File: src/design/pmc_consts.svh
// offsets, field positions, reset values and timing counts of the power mode controller
`ifndef PMC_CONSTS_SVH
`define PMC_CONSTS_SVH
`define PMC_OFF_MODE_CTRL 8'h00
`define PMC_OFF_ACT_TMPL 8'h04
`define PMC_OFF_ALT_TMPL 8'h08
`define PMC_OFF_WAKE_EN 8'h0C
`define PMC_OFF_REG_CTRL 8'h10
`define PMC_OFF_STATUS 8'h14
`define PMC_NSUB 8
`define PMC_SUB_CPU 0
`define PMC_SUB_FLASH 1
`define PMC_SUB_I2C 2
`define PMC_SUB_CMP 3
`define PMC_ACT_TMPL_RST 8'hFF
`define PMC_ALT_TMPL_RST 8'hFC
`define PMC_WAKE_EN_RST 6'h3F
`define PMC_REG_CTRL_RST 2'h3
`define PMC_MODE_ACTIVE 2'h0
`define PMC_MODE_ALT 2'h1
`define PMC_MODE_SLEEP 2'h2
`define PMC_MODE_HIB 2'h3
`define PMC_WK_CMP 0
`define PMC_WK_PORT 1
`define PMC_WK_I2C 2
`define PMC_WK_RTC 3
`define PMC_WK_TW 4
`define PMC_WK_LVD 5
`define PMC_NWAKE 6
`define PMC_CLK_MHZ 100
`define PMC_HIB_RESUME_US 100
`define PMC_HIB_RESUME_CYC ((`PMC_HIB_RESUME_US * `PMC_CLK_MHZ))
`define PMC_BUZZ_PERIOD 16
`define PMC_BUZZ_ON 2
`endif

File: src/design/pmc_pkg.sv
// types of the power mode controller
`include "pmc_consts.svh"
package pmc_pkg;
   typedef enum logic [1:0] {
      PMC_ACTIVE,
      PMC_ALT_ACTIVE,
      PMC_SLEEP,
      PMC_HIBERNATE
   } pmc_mode_t;
   typedef enum logic [1:0] {
      PMC_RD_IDLE,
      PMC_RD_RESP
   } pmc_rd_t;
   typedef struct packed {
      pmc_mode_t mode;
      logic cpu_off;
      logic [`PMC_NSUB-1:0] act_tmpl;
      logic [`PMC_NSUB-1:0] alt_tmpl;
      logic [`PMC_NWAKE-1:0] wake_en;
      logic [1:0] reg_ctrl;
      logic [`PMC_NSUB-1:0] sub_en;
      logic [`PMC_NSUB-1:0] clk_gate;
      logic lowspeed_en;
      logic hib_reg_en;
      logic dig_reg_en;
      logic analog_reg_en;
      logic buzz;
      logic [3:0] buzz_cnt;
      logic [15:0] resume_cnt;
      logic resuming;
      logic aw_got;
      logic w_got;
      logic [7:0] aw_addr;
      logic [31:0] w_data;
      logic [3:0] w_strb;
      logic bvalid;
      logic [1:0] bresp;
      logic awready;
      logic wready;
      logic arready;
      pmc_rd_t rd;
      logic [31:0] rdata;
      logic [1:0] rresp;
      logic [`PMC_NWAKE-1:0] wake_s1;
      logic [`PMC_NWAKE-1:0] wake_s2;
      logic [`PMC_NWAKE-1:0] io_ok_s1;
      logic [`PMC_NWAKE-1:0] io_ok_s2;
   } pmc_state_t;
endpackage

File: src/design/pmc_power_mode_controller.sv
// global power mode controller with AXI4-Lite register slave
//
// The address map and register access over AXI4-Lite are this design's own decisions.
`timescale 1ns/1ps
`include "pmc_consts.svh"
// Behaviour
// RQ1 - four modes: active, alternate, sleep, hibernate
// RQ2 - active mode enables follow active template
// RQ3 - disabled subsystem has its clocks gated
// RQ4 - template writes take effect immediately
// RQ5 - cpu may stop itself, wakeup restarts
// RQ6 - wakeup forces active mode, cpu enabled
// RQ7 - mode after reset is active
// RQ8 - alternate active uses its own template
// RQ9 - sleep disables most subsystems regardless
// RQ10 - sleep keeps low-speed timers running
// RQ11 - hibernate stops clocks, port wakeup only
// RQ12 - hibernate keeps only hibernate regulator
// RQ13 - sleep buzzes digital and analog regulators
// RQ14 - core regulators on after reset
// RQ15 - firmware waits for valid io supplies
// RQ16 - low modes entered only by register write
// RQ17 - sleep wakeup from six listed sources
// RQ18 - hibernate resume within 100 us
module pmc_power_mode_controller
   import pmc_pkg::*;
(
   input wire logic CLK,
   input wire logic SRST,
   input wire logic [7:0] S_AXI_AWADDR,
   input wire logic S_AXI_AWVALID,
   output logic S_AXI_AWREADY,
   input wire logic [31:0] S_AXI_WDATA,
   input wire logic [3:0] S_AXI_WSTRB,
   input wire logic S_AXI_WVALID,
   output logic S_AXI_WREADY,
   output logic [1:0] S_AXI_BRESP,
   output logic S_AXI_BVALID,
   input wire logic S_AXI_BREADY,
   input wire logic [7:0] S_AXI_ARADDR,
   input wire logic S_AXI_ARVALID,
   output logic S_AXI_ARREADY,
   output logic [31:0] S_AXI_RDATA,
   output logic [1:0] S_AXI_RRESP,
   output logic S_AXI_RVALID,
   input wire logic S_AXI_RREADY,
   input wire logic [5:0] WAKE_IN,
   input wire logic [5:0] IO_SUPPLY_OK,
   output logic [7:0] SUB_ENABLE,
   output logic [7:0] SUB_CLK_GATE,
   output logic [1:0] POWER_MODE,
   output logic LOWSPEED_CLK_EN,
   output logic DIG_REG_EN,
   output logic ANALOG_REG_EN,
   output logic REG_BUZZ,
   output logic HIB_REG_EN,
   output logic RESUMING
);
   localparam logic [15:0] RESUME_CYC = 16'(`PMC_HIB_RESUME_CYC - 10);
   localparam logic [3:0] BUZZ_LAST = 4'(`PMC_BUZZ_PERIOD - 1);
   localparam logic [3:0] BUZZ_ON = 4'(`PMC_BUZZ_ON);

   pmc_state_t q, d;

   function automatic logic is_reg(input logic [7:0] a);
      is_reg = (a == `PMC_OFF_MODE_CTRL) || (a == `PMC_OFF_ACT_TMPL) ||
               (a == `PMC_OFF_ALT_TMPL) || (a == `PMC_OFF_WAKE_EN) ||
               (a == `PMC_OFF_REG_CTRL) || (a == `PMC_OFF_STATUS);
   endfunction

   function automatic logic [31:0] merge(input logic [31:0] old, input logic [31:0] nw,
                                         input logic [3:0] st);
      merge = old;
      for (int i = 0; i < 4; i++) begin
         if (st[i]) begin
            merge[i*8 +: 8] = nw[i*8 +: 8];
         end
      end
   endfunction

   always_comb begin
      logic [31:0] m;
      logic [`PMC_NWAKE-1:0] wk;
      logic wake;
      logic io_ok;
      logic [`PMC_NSUB-1:0] t;
      m = 32'h0;
      t = '0;
      wk = '0;
      wake = 1'b0;
      io_ok = 1'b0;
      d = q;
      d.wake_s1 = WAKE_IN;
      d.wake_s2 = q.wake_s1;
      d.io_ok_s1 = IO_SUPPLY_OK;
      d.io_ok_s2 = q.io_ok_s1;
      io_ok = &q.io_ok_s2;
      wk = q.wake_s2 & q.wake_en;
      // hibernate accepts port interrupt only
      if (q.mode == PMC_HIBERNATE) begin
         wake = wk[`PMC_WK_PORT]; // RQ11 RQ18
      end else begin
         wake = |wk; // RQ17
      end
      // register write
      d.awready = 1'b0;
      d.wready = 1'b0;
      if (S_AXI_AWVALID && !q.aw_got && !q.bvalid && !q.awready) begin
         d.awready = 1'b1;
         d.aw_got = 1'b1;
         d.aw_addr = S_AXI_AWADDR;
      end
      if (S_AXI_WVALID && !q.w_got && !q.bvalid && !q.wready) begin
         d.wready = 1'b1;
         d.w_got = 1'b1;
         d.w_data = S_AXI_WDATA;
         d.w_strb = S_AXI_WSTRB;
      end
      if (q.bvalid && S_AXI_BREADY) begin
         d.bvalid = 1'b0;
      end
      if (q.aw_got && q.w_got && !q.bvalid) begin
         d.aw_got = 1'b0;
         d.w_got = 1'b0;
         d.bvalid = 1'b1;
         d.bresp = is_reg(q.aw_addr) ? 2'h0 : 2'h2;
         case (q.aw_addr)
            `PMC_OFF_MODE_CTRL: begin
               m = merge({29'h0, q.cpu_off, q.mode}, q.w_data, q.w_strb);
               // low modes need valid io supplies
               if (m[1:0] == `PMC_MODE_ACTIVE || m[1:0] == `PMC_MODE_ALT || io_ok) begin
                  d.mode = pmc_mode_t'(m[1:0]); // RQ16 RQ15
               end
               d.cpu_off = m[2]; // RQ5
               if (m[1:0] == `PMC_MODE_HIB) begin
                  d.resuming = 1'b0;
               end
            end
            `PMC_OFF_ACT_TMPL: begin
               m = merge({24'h0, q.act_tmpl}, q.w_data, q.w_strb);
               d.act_tmpl = m[7:0]; // RQ4
            end
            `PMC_OFF_ALT_TMPL: begin
               m = merge({24'h0, q.alt_tmpl}, q.w_data, q.w_strb);
               d.alt_tmpl = m[7:0]; // RQ4 RQ8
            end
            `PMC_OFF_WAKE_EN: begin
               m = merge({26'h0, q.wake_en}, q.w_data, q.w_strb);
               d.wake_en = m[5:0];
            end
            `PMC_OFF_REG_CTRL: begin
               m = merge({30'h0, q.reg_ctrl}, q.w_data, q.w_strb);
               d.reg_ctrl = m[1:0]; // RQ14
            end
            default: begin
               m = 32'h0;
            end
         endcase
      end
      // wakeup wins over a simultaneous mode write, except in active mode with the cpu running, where the write takes effect
      if (wake && (q.mode != PMC_ACTIVE || q.cpu_off || !q.act_tmpl[`PMC_SUB_CPU])) begin
         if (q.mode == PMC_HIBERNATE) begin
            d.resuming = 1'b1;
            d.resume_cnt = 16'h0;
         end
         d.mode = PMC_ACTIVE; // RQ6
         d.cpu_off = 1'b0; // RQ5 RQ6
         // a cpu switched off through its template bit comes back on as well
         d.act_tmpl[`PMC_SUB_CPU] = 1'b1; // RQ6
      end
      if (q.resuming) begin
         d.resume_cnt = q.resume_cnt + 16'h1;
         if (q.resume_cnt >= RESUME_CYC) begin
            d.resuming = 1'b0; // RQ18
         end
      end
      // register read
      d.arready = 1'b0;
      case (q.rd)
         PMC_RD_IDLE: begin
            if (S_AXI_ARVALID && !q.arready) begin
               d.arready = 1'b1;
               d.rresp = is_reg(S_AXI_ARADDR) ? 2'h0 : 2'h2;
               case (S_AXI_ARADDR)
                  `PMC_OFF_MODE_CTRL: d.rdata = {29'h0, q.cpu_off, q.mode};
                  `PMC_OFF_ACT_TMPL: d.rdata = {24'h0, q.act_tmpl};
                  `PMC_OFF_ALT_TMPL: d.rdata = {24'h0, q.alt_tmpl};
                  `PMC_OFF_WAKE_EN: d.rdata = {26'h0, q.wake_en};
                  `PMC_OFF_REG_CTRL: d.rdata = {30'h0, q.reg_ctrl};
                  `PMC_OFF_STATUS: d.rdata = {4'h0, q.sub_en, q.io_ok_s2, q.wake_s2, 3'h0,
                                             q.resuming, q.buzz, 1'b0, q.mode}; // RQ1
                  default: d.rdata = 32'h0;
               endcase
            end else if (q.arready) begin
               // read data only follows the address handshake edge
               d.rd = PMC_RD_RESP;
            end
         end
         PMC_RD_RESP: begin
            if (S_AXI_RREADY) begin
               d.rd = PMC_RD_IDLE;
            end
         end
         default: d.rd = PMC_RD_IDLE;
      endcase
      // subsystem enables per mode
      case (q.mode)
         PMC_ACTIVE: t = q.act_tmpl; // RQ2
         PMC_ALT_ACTIVE: t = q.alt_tmpl; // RQ8
         PMC_SLEEP: t = '0; // RQ9
         PMC_HIBERNATE: t = '0; // RQ12
         default: t = '0;
      endcase
      if (q.mode == PMC_SLEEP) begin
         t[`PMC_SUB_I2C] = 1'b1; // RQ9
         t[`PMC_SUB_CMP] = 1'b1;
      end
      if (q.cpu_off) begin
         t[`PMC_SUB_CPU] = 1'b0; // RQ5
      end
      d.sub_en = t; // RQ4
      d.clk_gate = ~t; // RQ3
      d.lowspeed_en = (q.mode != PMC_HIBERNATE); // RQ10 RQ11
      // regulators: buzz in sleep, only hibernate regulator in hibernate
      d.buzz_cnt = (q.mode == PMC_SLEEP) ? q.buzz_cnt + 4'h1 : 4'h0;
      if (q.buzz_cnt == BUZZ_LAST) begin
         d.buzz_cnt = 4'h0;
      end
      d.buzz = (q.mode == PMC_SLEEP); // RQ13
      d.hib_reg_en = (q.mode == PMC_HIBERNATE); // RQ12
      if (q.mode == PMC_HIBERNATE) begin
         d.dig_reg_en = 1'b0; // RQ12
         d.analog_reg_en = 1'b0;
      end else if (q.mode == PMC_SLEEP) begin
         d.dig_reg_en = q.reg_ctrl[0] && (q.buzz_cnt < BUZZ_ON); // RQ13
         d.analog_reg_en = q.reg_ctrl[1] && (q.buzz_cnt < BUZZ_ON);
      end else begin
         d.dig_reg_en = q.reg_ctrl[0]; // RQ14
         d.analog_reg_en = q.reg_ctrl[1];
      end
      if (SRST) begin
         d = '0;
         d.mode = PMC_ACTIVE; // RQ7
         d.rd = PMC_RD_IDLE;
         d.act_tmpl = `PMC_ACT_TMPL_RST;
         d.alt_tmpl = `PMC_ALT_TMPL_RST;
         d.wake_en = `PMC_WAKE_EN_RST;
         d.reg_ctrl = `PMC_REG_CTRL_RST; // RQ14
         d.sub_en = `PMC_ACT_TMPL_RST;
         d.clk_gate = ~`PMC_ACT_TMPL_RST;
         d.lowspeed_en = 1'b1;
         d.dig_reg_en = 1'b1;
         d.analog_reg_en = 1'b1;
      end
   end

   always_ff @(posedge CLK) begin
      q <= d;
   end

   assign S_AXI_AWREADY = q.awready;
   assign S_AXI_WREADY = q.wready;
   assign S_AXI_BVALID = q.bvalid;
   assign S_AXI_BRESP = q.bresp;
   assign S_AXI_ARREADY = q.arready;
   assign S_AXI_RVALID = (q.rd == PMC_RD_RESP);
   assign S_AXI_RDATA = q.rdata;
   assign S_AXI_RRESP = q.rresp;
   assign SUB_ENABLE = q.sub_en;
   assign SUB_CLK_GATE = q.clk_gate;
   assign POWER_MODE = q.mode;
   assign LOWSPEED_CLK_EN = q.lowspeed_en;
   assign DIG_REG_EN = q.dig_reg_en;
   assign ANALOG_REG_EN = q.analog_reg_en;
   assign REG_BUZZ = q.buzz;
   assign HIB_REG_EN = q.hib_reg_en;
   assign RESUMING = q.resuming;
endmodule

File: config.mk
export PLATFORM = sky130hd
export DESIGN_NAME = pmc_power_mode_controller
export DESIGN_NICKNAME = d
export VERILOG_FILES = /design/src/design/pmc_pkg.sv /design/src/design/pmc_power_mode_controller.sv
export VERILOG_INCLUDE_DIRS = /design/src /design/src/design
export SDC_FILE = /design/constraint.sdc
export NUM_CORES = 1
export LEC_CHECK = 0
export ABC_CLOCK_PERIOD_IN_PS = 2860
export BUFFER_PORTS_ARGS = -buffer_cell sky130_fd_sc_hd__buf_2
export CORE_MARGIN = 4
export CORE_UTILIZATION = 30
export DETAILED_ROUTE_END_ITERATION = 6
export MAX_ROUTING_LAYER = met4
export PLACE_DENSITY = 0.53
export SKIP_LAST_GASP = 1
export SYNTH_ARGS = -nofsm -noshare
export SYNTH_HDL_FRONTEND = slang
export SYNTH_SLANG_ARGS = --single-unit
File: constraint.sdc
create_clock -name CLK -period 2.86 [get_ports CLK]
set_clock_uncertainty 0.2 [all_clocks]
set_input_delay 0.429 -clock CLK [delete_from_list [all_inputs] [get_ports CLK]]
set_output_delay 0.429 -clock CLK [all_outputs]
set_load 0.005 [all_outputs]
Yosys cells after proc, flatten, opt, wreduce, memory -nomap -nowiden
Cells that the tools add are included.

word-level totals
  bits in registers = 154
  input bits = 71
  output and inout port bits = 65
  logic and storage cells = 153

cells by class
  $add $sub $neg = 2
  $lt $le $gt $ge = 2
  equal/unequal tests = 22
  muxes and demuxes = 30
  bitwise gates (word level) = 4
  reductions and logical operators = 59

operators by type and width
  kind                     number
  $pmux W28 S6             1
  $mux W17                 3
  $eq A8 B4 Y1 const B     4
  $eq A8 B5 Y1 const B     4
  $pmux W8 S3              1
  $reduce_and A3 Y1        7
  $add A16 B1 Y16 const B  1
  $eq A8 B3 Y1 const B     2
  $ge A16 B14 Y1 const B   1
  $logic_not A8 Y1         2
  $mux W2                  8
  $mux W3                  5
  $logic_or A1 B1 Y1       14
  $logic_and A1 B1 Y1      13
  $mux W1                  11
  $not A8 Y8               1
  $reduce_bool A2 Y1       4
  $reduce_or A2 Y1         4
  $logic_not A1 Y1         7
  $and A6 B6 Y6            1
  $eq A2 B1 Y1 const B     3
  $eq A2 B2 Y1 const B     3
  $logic_not A2 Y1         3
  $ne A2 B2 Y1 const B     3
  other kinds (11)         13

Depth between registers and ports, before layout
Gate-level depths: netlist of run 1.

  depth in word-level cells = 11
  depth in mapped cells = 6
  mapped depth without buffers = 6

Worst setup path before layout of run 1
No wires, ideal clock.

  path type = input-to-reg
  from = input S_AXI_ARADDR[7]
  to = register q (netlist bit S_AXI_RDATA[25])
  setup time = 0.066 ns
  arrival = 1.595 ns
  data required time = 2.594 ns
  setup slack = 1.000 ns
  cell stages on the path = 5
  buffers on the path = 1
  cells stage by stage = or4_4 > nor4_4 > buf_6 > a22oi_2 > nor2_2

between the ends
  word-level cells in the longest chain between the ends = 2
  elaborated cells between the ends (all ways) = 7
  those cells by class = 5 x eq/ne; 1 x mux; 1 x reduce/logical

RTL lines
  item                                  RTL line                          RTL
  from (decl)                           pmc_power_mode_controller.sv:40   input wire logic [7:0] S_AXI_ARADDR,
  $eq A8 B5 Y1 (tied with other cells)  pmc_power_mode_controller.sv:184  case (S_AXI_ARADDR)
  $pmux W28 S6 *                        pmc_power_mode_controller.sv:184
  to (signal assigned)                  pmc_power_mode_controller.sv:258  q <= d;
  to (decl)                             pmc_power_mode_controller.sv:63   pmc_state_t q, d;

Mark *: on every way between the ends. The rest lies on a longest branch, timed or not.
A chain may end at the register's enable or synchronous reset.

Final worst setup path of run 1
  from = register q[110] (netlist name)
  to = register q[167] (netlist name)

between the ends
  word-level cells in the longest chain between the ends = 3

RTL lines
  item                                RTL line                          RTL
  $logic_and A1 B1 Y1 (2 in a row)    pmc_power_mode_controller.sv:122  if (q.aw_got && q.w_got && !q.bvalid) begin
  $reduce_and A3 Y1 (no source line)  n/a

No other way between the ends.

==> flow_metrics.env, run 1 <==
export IMPL_run_status="complete, no violations"
export IMPL_placement_setup_worst_slack_ps=610
export IMPL_total_leakage_power_nw=2.82
export IMPL_place_inst=961
export IMPL_final_hold_worst_slack_ps=16.9
export IMPL_postRouteWirelength_mm=15.0
export IMPL_antenna_left=0
export IMPL_fillerInstances=2132
export IMPL_layout_area_overhead_vs_synth_pct=15.5
export IMPL_p_per_area_mw_per_mm2=615
export IMPL_floorplan_rows=52
export IMPL_unrepaired_setup_endpoints_after_global_routing="false"
export IMPL_synthDistinctLibCells=72
export IMPL_clock_tree_from_tritoncts="yes"
export IMPL_synth_edff_count=0
export IMPL_placement_io_buffers=102
export IMPL_design_area_mm2=0.00728
export IMPL_clock_latency_ps=420
export IMPL_switching_share_of_power_pct=25.4
export IMPL_r2r_start="q[110]"
export IMPL_p_int_mw=3.34
export IMPL_finalNetCount=792
export IMPL_multi_input_comb_area_mm2=0.00271
export IMPL_clkSlewWorstSetupHoldPaths_ps=70
export IMPL_worstPathCellList="nor4bb_1 -> and4_1 -> mux2i_1 -> nand2_1"
export IMPL_cts_resized=0
export IMPL_min_delay_start="IO_SUPPLY_OK[1]"
export IMPL_area_of_the_core_mm2=0.0204
export IMPL_critical_path_arrival_ps=2270
export IMPL_worst_path_max_delay_cell="and4_1"
export IMPL_cts_htree_levels=4
export IMPL_grt_start_max_net_pins=65
export IMPL_combPwrFrac_pct=5.9
export IMPL_slowest_delay_ps=660
export IMPL_drt_pre_antenna_iters=5
export IMPL_p_switching_mw=1.14
export IMPL_routabilityCongestion=0.790
export IMPL_root_buffer="clkbuf_16"
export IMPL_synthDominantCellAreaShare_pct=46.7
export IMPL_final_core_utilization_pct=35.6
export IMPL_yosys_top_cells_area="dfxtp_1 (47%), buf_4 (6.7%), mux2i_1 (5.1%)"
export IMPL_maxSlewHeadroom_pct=41.7
export IMPL_synthesis_yosys_warnings=0
export IMPL_synthFlopType="dfxtp_1"
export IMPL_irDropWorstVdd_uv=406
export IMPL_cap_viol_max_count=0
export IMPL_timing_final_max_slew_violations=0
export IMPL_layout_cells_non_filler=1001
export IMPL_register_area_share_after_synthesis_pct=46.7
export IMPL_die_area_mm2=0.0234
export IMPL_worstHoldPathType="input pin to register"
export IMPL_hold_viol=0
export IMPL_grt_ovfl_total=0
export IMPL_drtIter0Drc=197
export IMPL_period_share_pct=76.3
export IMPL_r2r_setup_slack_ps=680
export IMPL_worst_path_max_fanout=8
export IMPL_setup_violations=0
export IMPL_setup_worst_path_start="q[110]"
export IMPL_antenna_diodes=0
export IMPL_synth_top_cell_by_area="dfxtp_1"
export IMPL_grt_util_all_layers_pct=13.2
export IMPL_routedWlPerCell_um=14.9
export IMPL_worst_endpoint_required_ps=2950
export IMPL_drive_above_1_share_pct=28.9
export IMPL_avgViaCountPerCell=4.60
export IMPL_syn_area_mm2=0.00630
export IMPL_setup_tns_final_ps=0
export IMPL_final_critical_path_setup_slack_ps=677
export IMPL_max_freq_mhz=458
export IMPL_tritoncts_num_sinks=147
export IMPL_sequential_cell_area_mm2=0.00294
export IMPL_number_of_remaining_drc_errors=0
export IMPL_worst_slew_pin_transition_ps=872
export IMPL_worst_setup_path_end_kind="register"
export IMPL_post_synth_cell_area_avg_um2=9.42
export IMPL_number_of_instances_in_the_synthesized_netlist=669
export IMPL_placement_cell_area_mm2=0.00665
export IMPL_place_detailed_hpwl_mm=10.8
export IMPL_p_clk_share_pct=46.3
export IMPL_via_count=4605
export IMPL_path_class="register to register"
export IMPL_min_clock_period_post_route_ps=2180
export IMPL_io_pin_count=136
export IMPL_power_frac_seq_pct=47.8
export IMPL_floorplan_die_height_um=153
export IMPL_startpoint_types="register"
export IMPL_chipWidth_um=153
export IMPL_postSynthRegisterBits=147
export IMPL_post_layout_total_power_mw=4.48
export IMPL_grt_antenna_before_repair=0
export IMPL_numCtsBuffers=17
export IMPL_wire_length_of_the_first_global_routing_pass_mm=24.2
export IMPL_ys_async_sr_fraction_pct=0
export IMPL_first_global_vias=4460
export IMPL_initial_core_util_pct=30.8
export IMPL_max_clock_path_buffers=2
[what timing repair did]
action / CTS / global route
hold buffers: 8 / 0
endpoints found under the hold margin: 8 / 0
buffers inserted: 0 / 0
[cells in the final DEF (no fill, tap or decap), types with 4 or more instances in the layout]
cell type      count
a21oi_1           34
a22oi_1            7
a22oi_2           20
a311oi_1           7
buf_2            101
buf_4             12
clkbuf_16         17
clkinvlp_4         4
conb_1             6
dfxtp_1          147
dlygate4sd3_1      8
inv_1             16
inv_6              6
mux2_2             6
mux2i_1           32
nand2_1           79
nand3_1           20
nand4_1            8
nor2_1            46
nor2_2            20
nor2b_1           29
nor3_1             6
nor4_1             4
o21ai_0           11
[flip-flops by register name (all words and copies together), names as in the netlist]
name / cells
SUB_ENABLE: 8
HIB_REG_EN: 1
S_AXI_BRESP: 1
S_AXI_WREADY: 1
S_AXI_RDATA: 28
REG_BUZZ: 1
RESUMING: 1
LOWSPEED_CLK_EN: 1
q: 89
S_AXI_RRESP: 1
ANALOG_REG_EN: 1
S_AXI_AWREADY: 1
S_AXI_ARREADY: 1
S_AXI_BVALID: 1
POWER_MODE: 2
DIG_REG_EN: 1
SUB_CLK_GATE: 8
[power groups by stage]
| stage | registers, mW | logic [mW] | clock network [mW] |
|---|---|---|---|
| after floorplan | 2.17 | 0.188 | 0 |
| after global placement | 2.19 | 0.259 | 0 |
| after detailed placement | 2.19 | 0.260 | 0 |
| after CTS | 2.14 | 0.269 | 2.12 |
| after global routing | 2.15 | 0.295 | 2.23 |
| final | 2.14 | 0.264 | 2.07 |
[area by class of cell]
| class | instances | share of cell area, % |
|---|---|---|
| Sequential cell | 147 | 40.4 |
| Multi-Input combinational cell | 415 | 37.3 |
| Timing Repair Buffer | 121 | 9.28 |
| Clock buffer | 18 | 5.90 |
| Tap cell | 270 | 4.64 |
| Clock inverter | 14 | 1.63 |
| Inverter | 16 | 0.825 |
[synthesized netlist by cell type, drive strengths merged (4+ instances only)]
master and n:
inv 16, nor2 66, mux2 6, nand2 79, and3 5, o21ai 13, dfxtp 147, and4 4
a311oi 7, nor3 7, a21oi 34, buf 76, mux2i 32, nand3 20, nor2b 29, nand4 9
a22oi 27, clkbuf 20, nor4 7
[final timing paths]
check	end	cells past startpoint
setup reg to reg	q[167]	4
setup / recovery	q[167]	4
hold reg to reg	q[5]	1
hold / removal	q[7]	2
[cell families after synthesis]
kind of cell    after synthesis  synth area share [%]
flops                       147                  46.7
buf+inv                     112                  10.5
other cells                   1                0.0595
xor+xnor                      4                 0.556
compound gates              116                  14.2
mux                          39                  6.51
simple gates                247                  20.8
fa+ha+maj                     3                 0.596
[worst max-delay path: cells and delay by family, from the launching register on]
family        cells  cell delay (ps)
flops             1              400
simple gates      3             1200
mux               1              250
[metal layers]
| metal | track usage (%) | vias to the layer above | wire, um |
|---|---|---|---|
| met3 | 3.22 | 16 | 638 |
| met1 | 17.3 | 2146 | 7260 |
| li1 | - | 2352 | - |
| met5 | - | - | 0 |
| met2 | 20.3 | 91 | 6840 |
| met4 | 3.82 | 0 | 218 |
(Power assumes the default switching activity.)
==> inputs of run 2 (changes only) <==
ABC_CLOCK_PERIOD_IN_PS = 2300   (was 2860)
clock period = 2.3 ns   (was 2.86 ns; I/O delays follow)
==> run 2 against run 1 <==
Clock-buffer cell count decreased by 1. Cell count is 3.0% higher. Sequential share of layout area fell by 2.1 points. Combinational power up 39%. Non-clock buffer count up 30. Via count is 3.3% higher. Critical path type unchanged. Sequential power rose by 24%. Setup slack worse by 480 ps. Critical endpoint is now q[160].
==> flow_metrics.env, run 2 (synthesized netlist as in run 1, its figures left out) <==
export IMPL_hold_viol=0
export IMPL_finalNetCount=822
export IMPL_worst_slew_pin_transition_ps=685
export IMPL_routedWlPerCell_um=14.3
export IMPL_p_per_area_mw_per_mm2=780
export IMPL_postRouteWirelength_mm=14.8
export IMPL_maxSlewHeadroom_pct=54.2
export IMPL_initial_core_util_pct=30.8
export IMPL_placement_io_buffers=102
export IMPL_floorplan_die_height_um=153
export IMPL_grt_ovfl_total=0
export IMPL_place_detailed_hpwl_mm=10.8
export IMPL_unrepaired_setup_endpoints_after_global_routing="false"
export IMPL_p_switching_mw=1.44
export IMPL_timing_final_max_slew_violations=0
export IMPL_mostFrequentLayoutCells="dfxtp_1 (147), buf_2 (101), nand2_1 (79)"
export IMPL_first_global_vias=4441
export IMPL_run_status="complete, no violations"
export IMPL_switching_share_of_power_pct=24.1
export IMPL_final_core_utilization_pct=37.6
export IMPL_grt_start_max_net_pins=62
export IMPL_grt_antenna_before_repair=0
export IMPL_antenna_left=0
export IMPL_grt_util_all_layers_pct=13.0
export IMPL_critical_path_arrival_ps=2200
export IMPL_layout_area_overhead_vs_synth_pct=21.8
export IMPL_numCtsBuffers=17
export IMPL_irDropWorstVdd_uv=464
export IMPL_area_of_the_core_mm2=0.0204
export IMPL_setup_tns_final_ps=0
export IMPL_routabilityCongestion=0.821
export IMPL_largest_register="q"
export IMPL_startpoint_types="register"
export IMPL_period_share_pct=91.3
export IMPL_die_area_mm2=0.0234
export IMPL_worst_path_max_fanout=8
export IMPL_worst_endpoint_required_ps=2400
export IMPL_place_inst=969
export IMPL_drtIter0Drc=265
export IMPL_antenna_diodes=0
export IMPL_total_leakage_power_nw=3.02
export IMPL_worstHoldPathType="input pin to register"
export IMPL_number_of_remaining_drc_errors=0
export IMPL_clock_latency_ps=420
export IMPL_fillerInstances=2114
export IMPL_via_count=4759
export IMPL_grt_most_used_layer="met2"
export IMPL_number_of_flip_flops_in_the_largest_register=89
export IMPL_combPwrFrac_pct=6.1
export IMPL_wire_length_of_the_first_global_routing_pass_mm=24.0
export IMPL_power_frac_seq_pct=44.5
export IMPL_max_clock_path_buffers=2
export IMPL_cts_hold_fix_buffers=30
export IMPL_chipWidth_um=153
export IMPL_avgViaCountPerCell=4.62
export IMPL_layout_cells_non_filler=1031
export IMPL_io_pin_count=136
export IMPL_floorplan_rows=52
export IMPL_tritoncts_num_sinks=147
export IMPL_clock_tree_from_tritoncts="yes"
export IMPL_final_common_cell="dfxtp_1"
export IMPL_clkSlewWorstSetupHoldPaths_ps=60
export IMPL_met2_usage_pct=19.8
export IMPL_drt_pre_antenna_iters=5
export IMPL_grt_util_met3_pct=3.08
export IMPL_p_clk_share_pct=49.4
export IMPL_setup_violations=0
export IMPL_drive_above_1_share_pct=28.9
export IMPL_cap_viol_max_count=0
export IMPL_p_int_mw=4.54
export IMPL_path_class="register to register"
export IMPL_cts_resized=0
export IMPL_gr_usage_met1_pct=17.1
export IMPL_worst_setup_path_end_kind="register"
export IMPL_postCtsSetupRepairBufs=0
export IMPL_post_layout_total_power_mw=5.98
export IMPL_cts_htree_levels=4
export IMPL_root_buffer="clkbuf_16"
export IMPL_max_freq_mhz=476
export IMPL_min_clock_period_post_route_ps=2100
==> run 2: cell count changes in the layout (fill, tap and decap cells not counted), moves of 2 or more <==
cell | previous run | this run
inv_8 | 2 | 4
dlygate4sd3_1 | 8 | 30
buf_4 | 12 | 18
clkinvlp_4 | 4 | 0
buf_12 | 0 | 2
bufinv_16 | 0 | 3
==> run 2: per-stage QoR <==
stage               cell area [um^2]  setup slack, ps  hold slack (ps)
floorplan                       6320              505              214
global placement                6730              217              217
detailed placement              6730              192              226
CTS                             7670              181             13.6
global route                    7670             57.5             78.1
finish                          7670              200             29.1
==> run 2: critical path: stages, from the launching register on <==
cell and delay [ps]:
dfxtp_1 400, nor4bb_1 410, buf_4 220, and4_1 450, mux2i_1 240, nand2_1 60
==> run 2: area by class of cell <==
| class | instances | area [um^2] | share of cell area [%] |
|---|---|---|---|
| clock buffers | 17 | 425 | 5.54 |
| multi-input cells | 415 | 2710 | 35.4 |
| inverters | 16 | 60.1 | 0.783 |
| clock inverters | 15 | 213 | 2.77 |
| flip-flops and latches | 147 | 2940 | 38.4 |
| well taps | 270 | 338 | 4.40 |
| repair buffers | 151 | 981 | 12.8 |
==> run 2: path summary, 6_finish.rpt <==
| path | start | slack, ps | to | cells after the start |
|---|---|---|---|---|
| min reg2reg | q[9] | 240 | q[3] | 1 |
| min | S_AXI_BREADY | 30 | S_AXI_BVALID | 4 |
| max | q[110] | 200 | q[160] | 5 |
| max reg2reg | q[110] | 200 | q[160] | 5 |
==> run 2: power groups by stage <==
| stage | registers, mW | clock network (mW) | logic (mW) |
|---|---|---|---|
| 6_report | 2.66 | 2.95 | 0.367 |
| 3_3_place_gp | 2.72 | 0 | 0.331 |
| 2_1_floorplan | 2.69 | 0 | 0.234 |
| 5_1_grt | 2.67 | 3.14 | 0.411 |
| 4_1_cts | 2.66 | 3.04 | 0.372 |
| 3_5_place_dp | 2.72 | 0 | 0.332 |
==> run 2: routing by layer <==
metal  part of all wire (%)  up-vias
li1                       -     2424
met1                     48     2221
met2                     47      100
met3                    4.2       14
met4                    1.6        0
met5                      0        -
==> inputs of run 3 (changes only) <==
CORE_UTILIZATION = 40   (was 30)
PLACE_DENSITY = 0.66   (was 0.53)
==> run 3 against run 2 <==
Clock power is 9.2% lower. Sequential power hardly changed. Fmax is 0.82% higher. Via count is 1.6% higher. First-iteration DRC count is 20% lower. Setup slack better by 17 ps. Combinational power is 3% lower. Sequential cell count stayed put.
==> flow_metrics.env, run 3 (synthesized netlist as in run 1, its figures left out) <==
export IMPL_run_status="complete, no violations"
export IMPL_wire_length_of_the_first_global_routing_pass_mm=23.5
export IMPL_layout_cells_non_filler=969
export IMPL_worst_path_max_fanout=8
export IMPL_floorplan_die_height_um=134
export IMPL_multi_input_comb_area_mm2=0.00271
export IMPL_fillerInstances=1496
export IMPL_max_freq_mhz=480
export IMPL_startpoint_types="register"
export IMPL_period_share_pct=90.5
export IMPL_unrepaired_setup_endpoints_after_global_routing="false"
export IMPL_worst_endpoint_required_ps=2390
export IMPL_worst_setup_path_end_kind="register"
export IMPL_worstHoldPathType="input pin to register"
export IMPL_setup_worst_path_start="S_AXI_BVALID"
export IMPL_drt_pre_antenna_iters=4
export IMPL_clock_tree_from_tritoncts="yes"
export IMPL_grt_start_max_net_pins=39
export IMPL_chipWidth_um=134
export IMPL_initial_core_util_pct=41.1
export IMPL_tritoncts_num_sinks=147
export IMPL_area_of_the_core_mm2=0.0153
export IMPL_grt_util_all_layers_pct=16.9
export IMPL_avgViaCountPerCell=4.99
export IMPL_floorplan_rows=45
export IMPL_clkSlewWorstSetupHoldPaths_ps=60
export IMPL_hold_viol=0
export IMPL_min_delay_start="S_AXI_BREADY"
export IMPL_antenna_left=0
export IMPL_via_count=4833
export IMPL_place_inst=906
export IMPL_max_clock_path_buffers=2
export IMPL_postRouteWirelength_mm=14.2
export IMPL_root_buffer="clkbuf_16"
export IMPL_drtIter0Drc=213
export IMPL_maxSlewHeadroom_pct=52.6
export IMPL_clock_latency_ps=430
export IMPL_placement_io_buffers=102
export IMPL_grt_ovfl_total=0
export IMPL_sequential_cell_area_mm2=0.00294
export IMPL_routedWlPerCell_um=14.7
export IMPL_timing_final_max_slew_violations=0
export IMPL_io_pin_count=136
export IMPL_irDropWorstVdd_uv=499
export IMPL_path_class="register to register"
export IMPL_cts_resized=0
export IMPL_finalNetCount=819
export IMPL_total_leakage_power_nw=2.96
export IMPL_r2r_start="S_AXI_BVALID"
export IMPL_postCtsSetupRepairBufs=0
export IMPL_setup_tns_final_ps=0
export IMPL_drive_above_1_share_pct=28.4
export IMPL_final_common_cell="dfxtp_1"
export IMPL_first_global_vias=4716
export IMPL_cts_htree_levels=4
export IMPL_mostFrequentLayoutCells="dfxtp_1 (147), buf_2 (101), nand2_1 (79)"
export IMPL_layout_area_overhead_vs_synth_pct=19.2
export IMPL_worst_slew_pin_transition_ps=709
export IMPL_setup_violations=0
export IMPL_p_per_area_mw_per_mm2=758
export IMPL_routabilityCongestion=0.881
export IMPL_place_detailed_hpwl_mm=10.3
export IMPL_largest_register="q"
export IMPL_die_area_mm2=0.0178
export IMPL_number_of_remaining_drc_errors=0
export IMPL_critical_path_arrival_ps=2170
export IMPL_numCtsBuffers=17
export IMPL_antenna_diodes=0
export IMPL_grt_antenna_before_repair=0
export IMPL_min_clock_period_post_route_ps=2080
export IMPL_number_of_flip_flops_in_the_largest_register=89
export IMPL_cap_viol_max_count=0
-- run 3: cell types whose count changed in the layout (fill, tap and decap cells not counted), sizes merged --
cell	change
buf	-4
bufinv	-2
clkbuf	+1
clkinvlp	+3
dlygate4sd3	+1
inv	-2
-- run 3: routing by layer --
metal / global-route usage (%) / share of wire [%] / up-vias
met5: - / 0 / -
met3: 3.66 / 5.1 / 15
li1: - / - / 2415
met4: 7.26 / 1.3 / 0
met1: 20.9 / 45 / 2285
met2: 26.6 / 49 / 118
-- run 3: worst paths after layout --
path / to / slack, ps / depth (start not counted)
worst min-delay path: S_AXI_BVALID / 30 / 4
worst max-delay path: q[160] / 220 / 4
worst min register to register: q[3] / 240 / 1
worst max register to register: q[160] / 220 / 4
-- run 3: per-stage QoR --
step | utilization, % | total power [mW] | setup WS [ps] | hold slack, ps | instance area (um^2)
6_report | 49.0 | 5.70 | 217 | 31.5 | 7510
5_1_grt | 49.0 | 5.93 | 83.2 | 82.4 | 7510
4_1_cts | 49.0 | 5.76 | 207 | 20.5 | 7510
3_5_place_dp | 43.2 | 3.03 | 240 | 225 | 6620
3_3_place_gp | 43.2 | 3.02 | 308 | 222 | 6620
2_1_floorplan | - | 2.93 | 505 | 214 | 6320
-- run 3: timing repair --
action,4_1_cts,5_1_grt
endpoints found under the hold margin,33,0
setup endpoints to repair,0,0
hold buffers,31,0
-- run 3: final cells by class --
type	count	share of cell area, %
Multi-Input combinational cell	415	36.1
Tap cell	211	3.52
Inverter	16	0.800
Clock inverter	14	1.90
Sequential cell	147	39.2
Clock buffer	18	5.85
Timing Repair Buffer	148	12.6
-- run 3: worst max-delay path, stage by stage, from the launching register on --
cell and delay [ps]:
dfxtp_1 410, nor4_4 490, and4_1 530, mux2i_1 240, nand2_1 70
-- run 3: power by group --
part / leakage [nW] / internal [mW] / switching (mW)
Combinational: 1.49 / 0.163 / 0.192
Sequential: 1.19 / 2.60 / 0.0575
Clock: 0.279 / 1.55 / 1.13
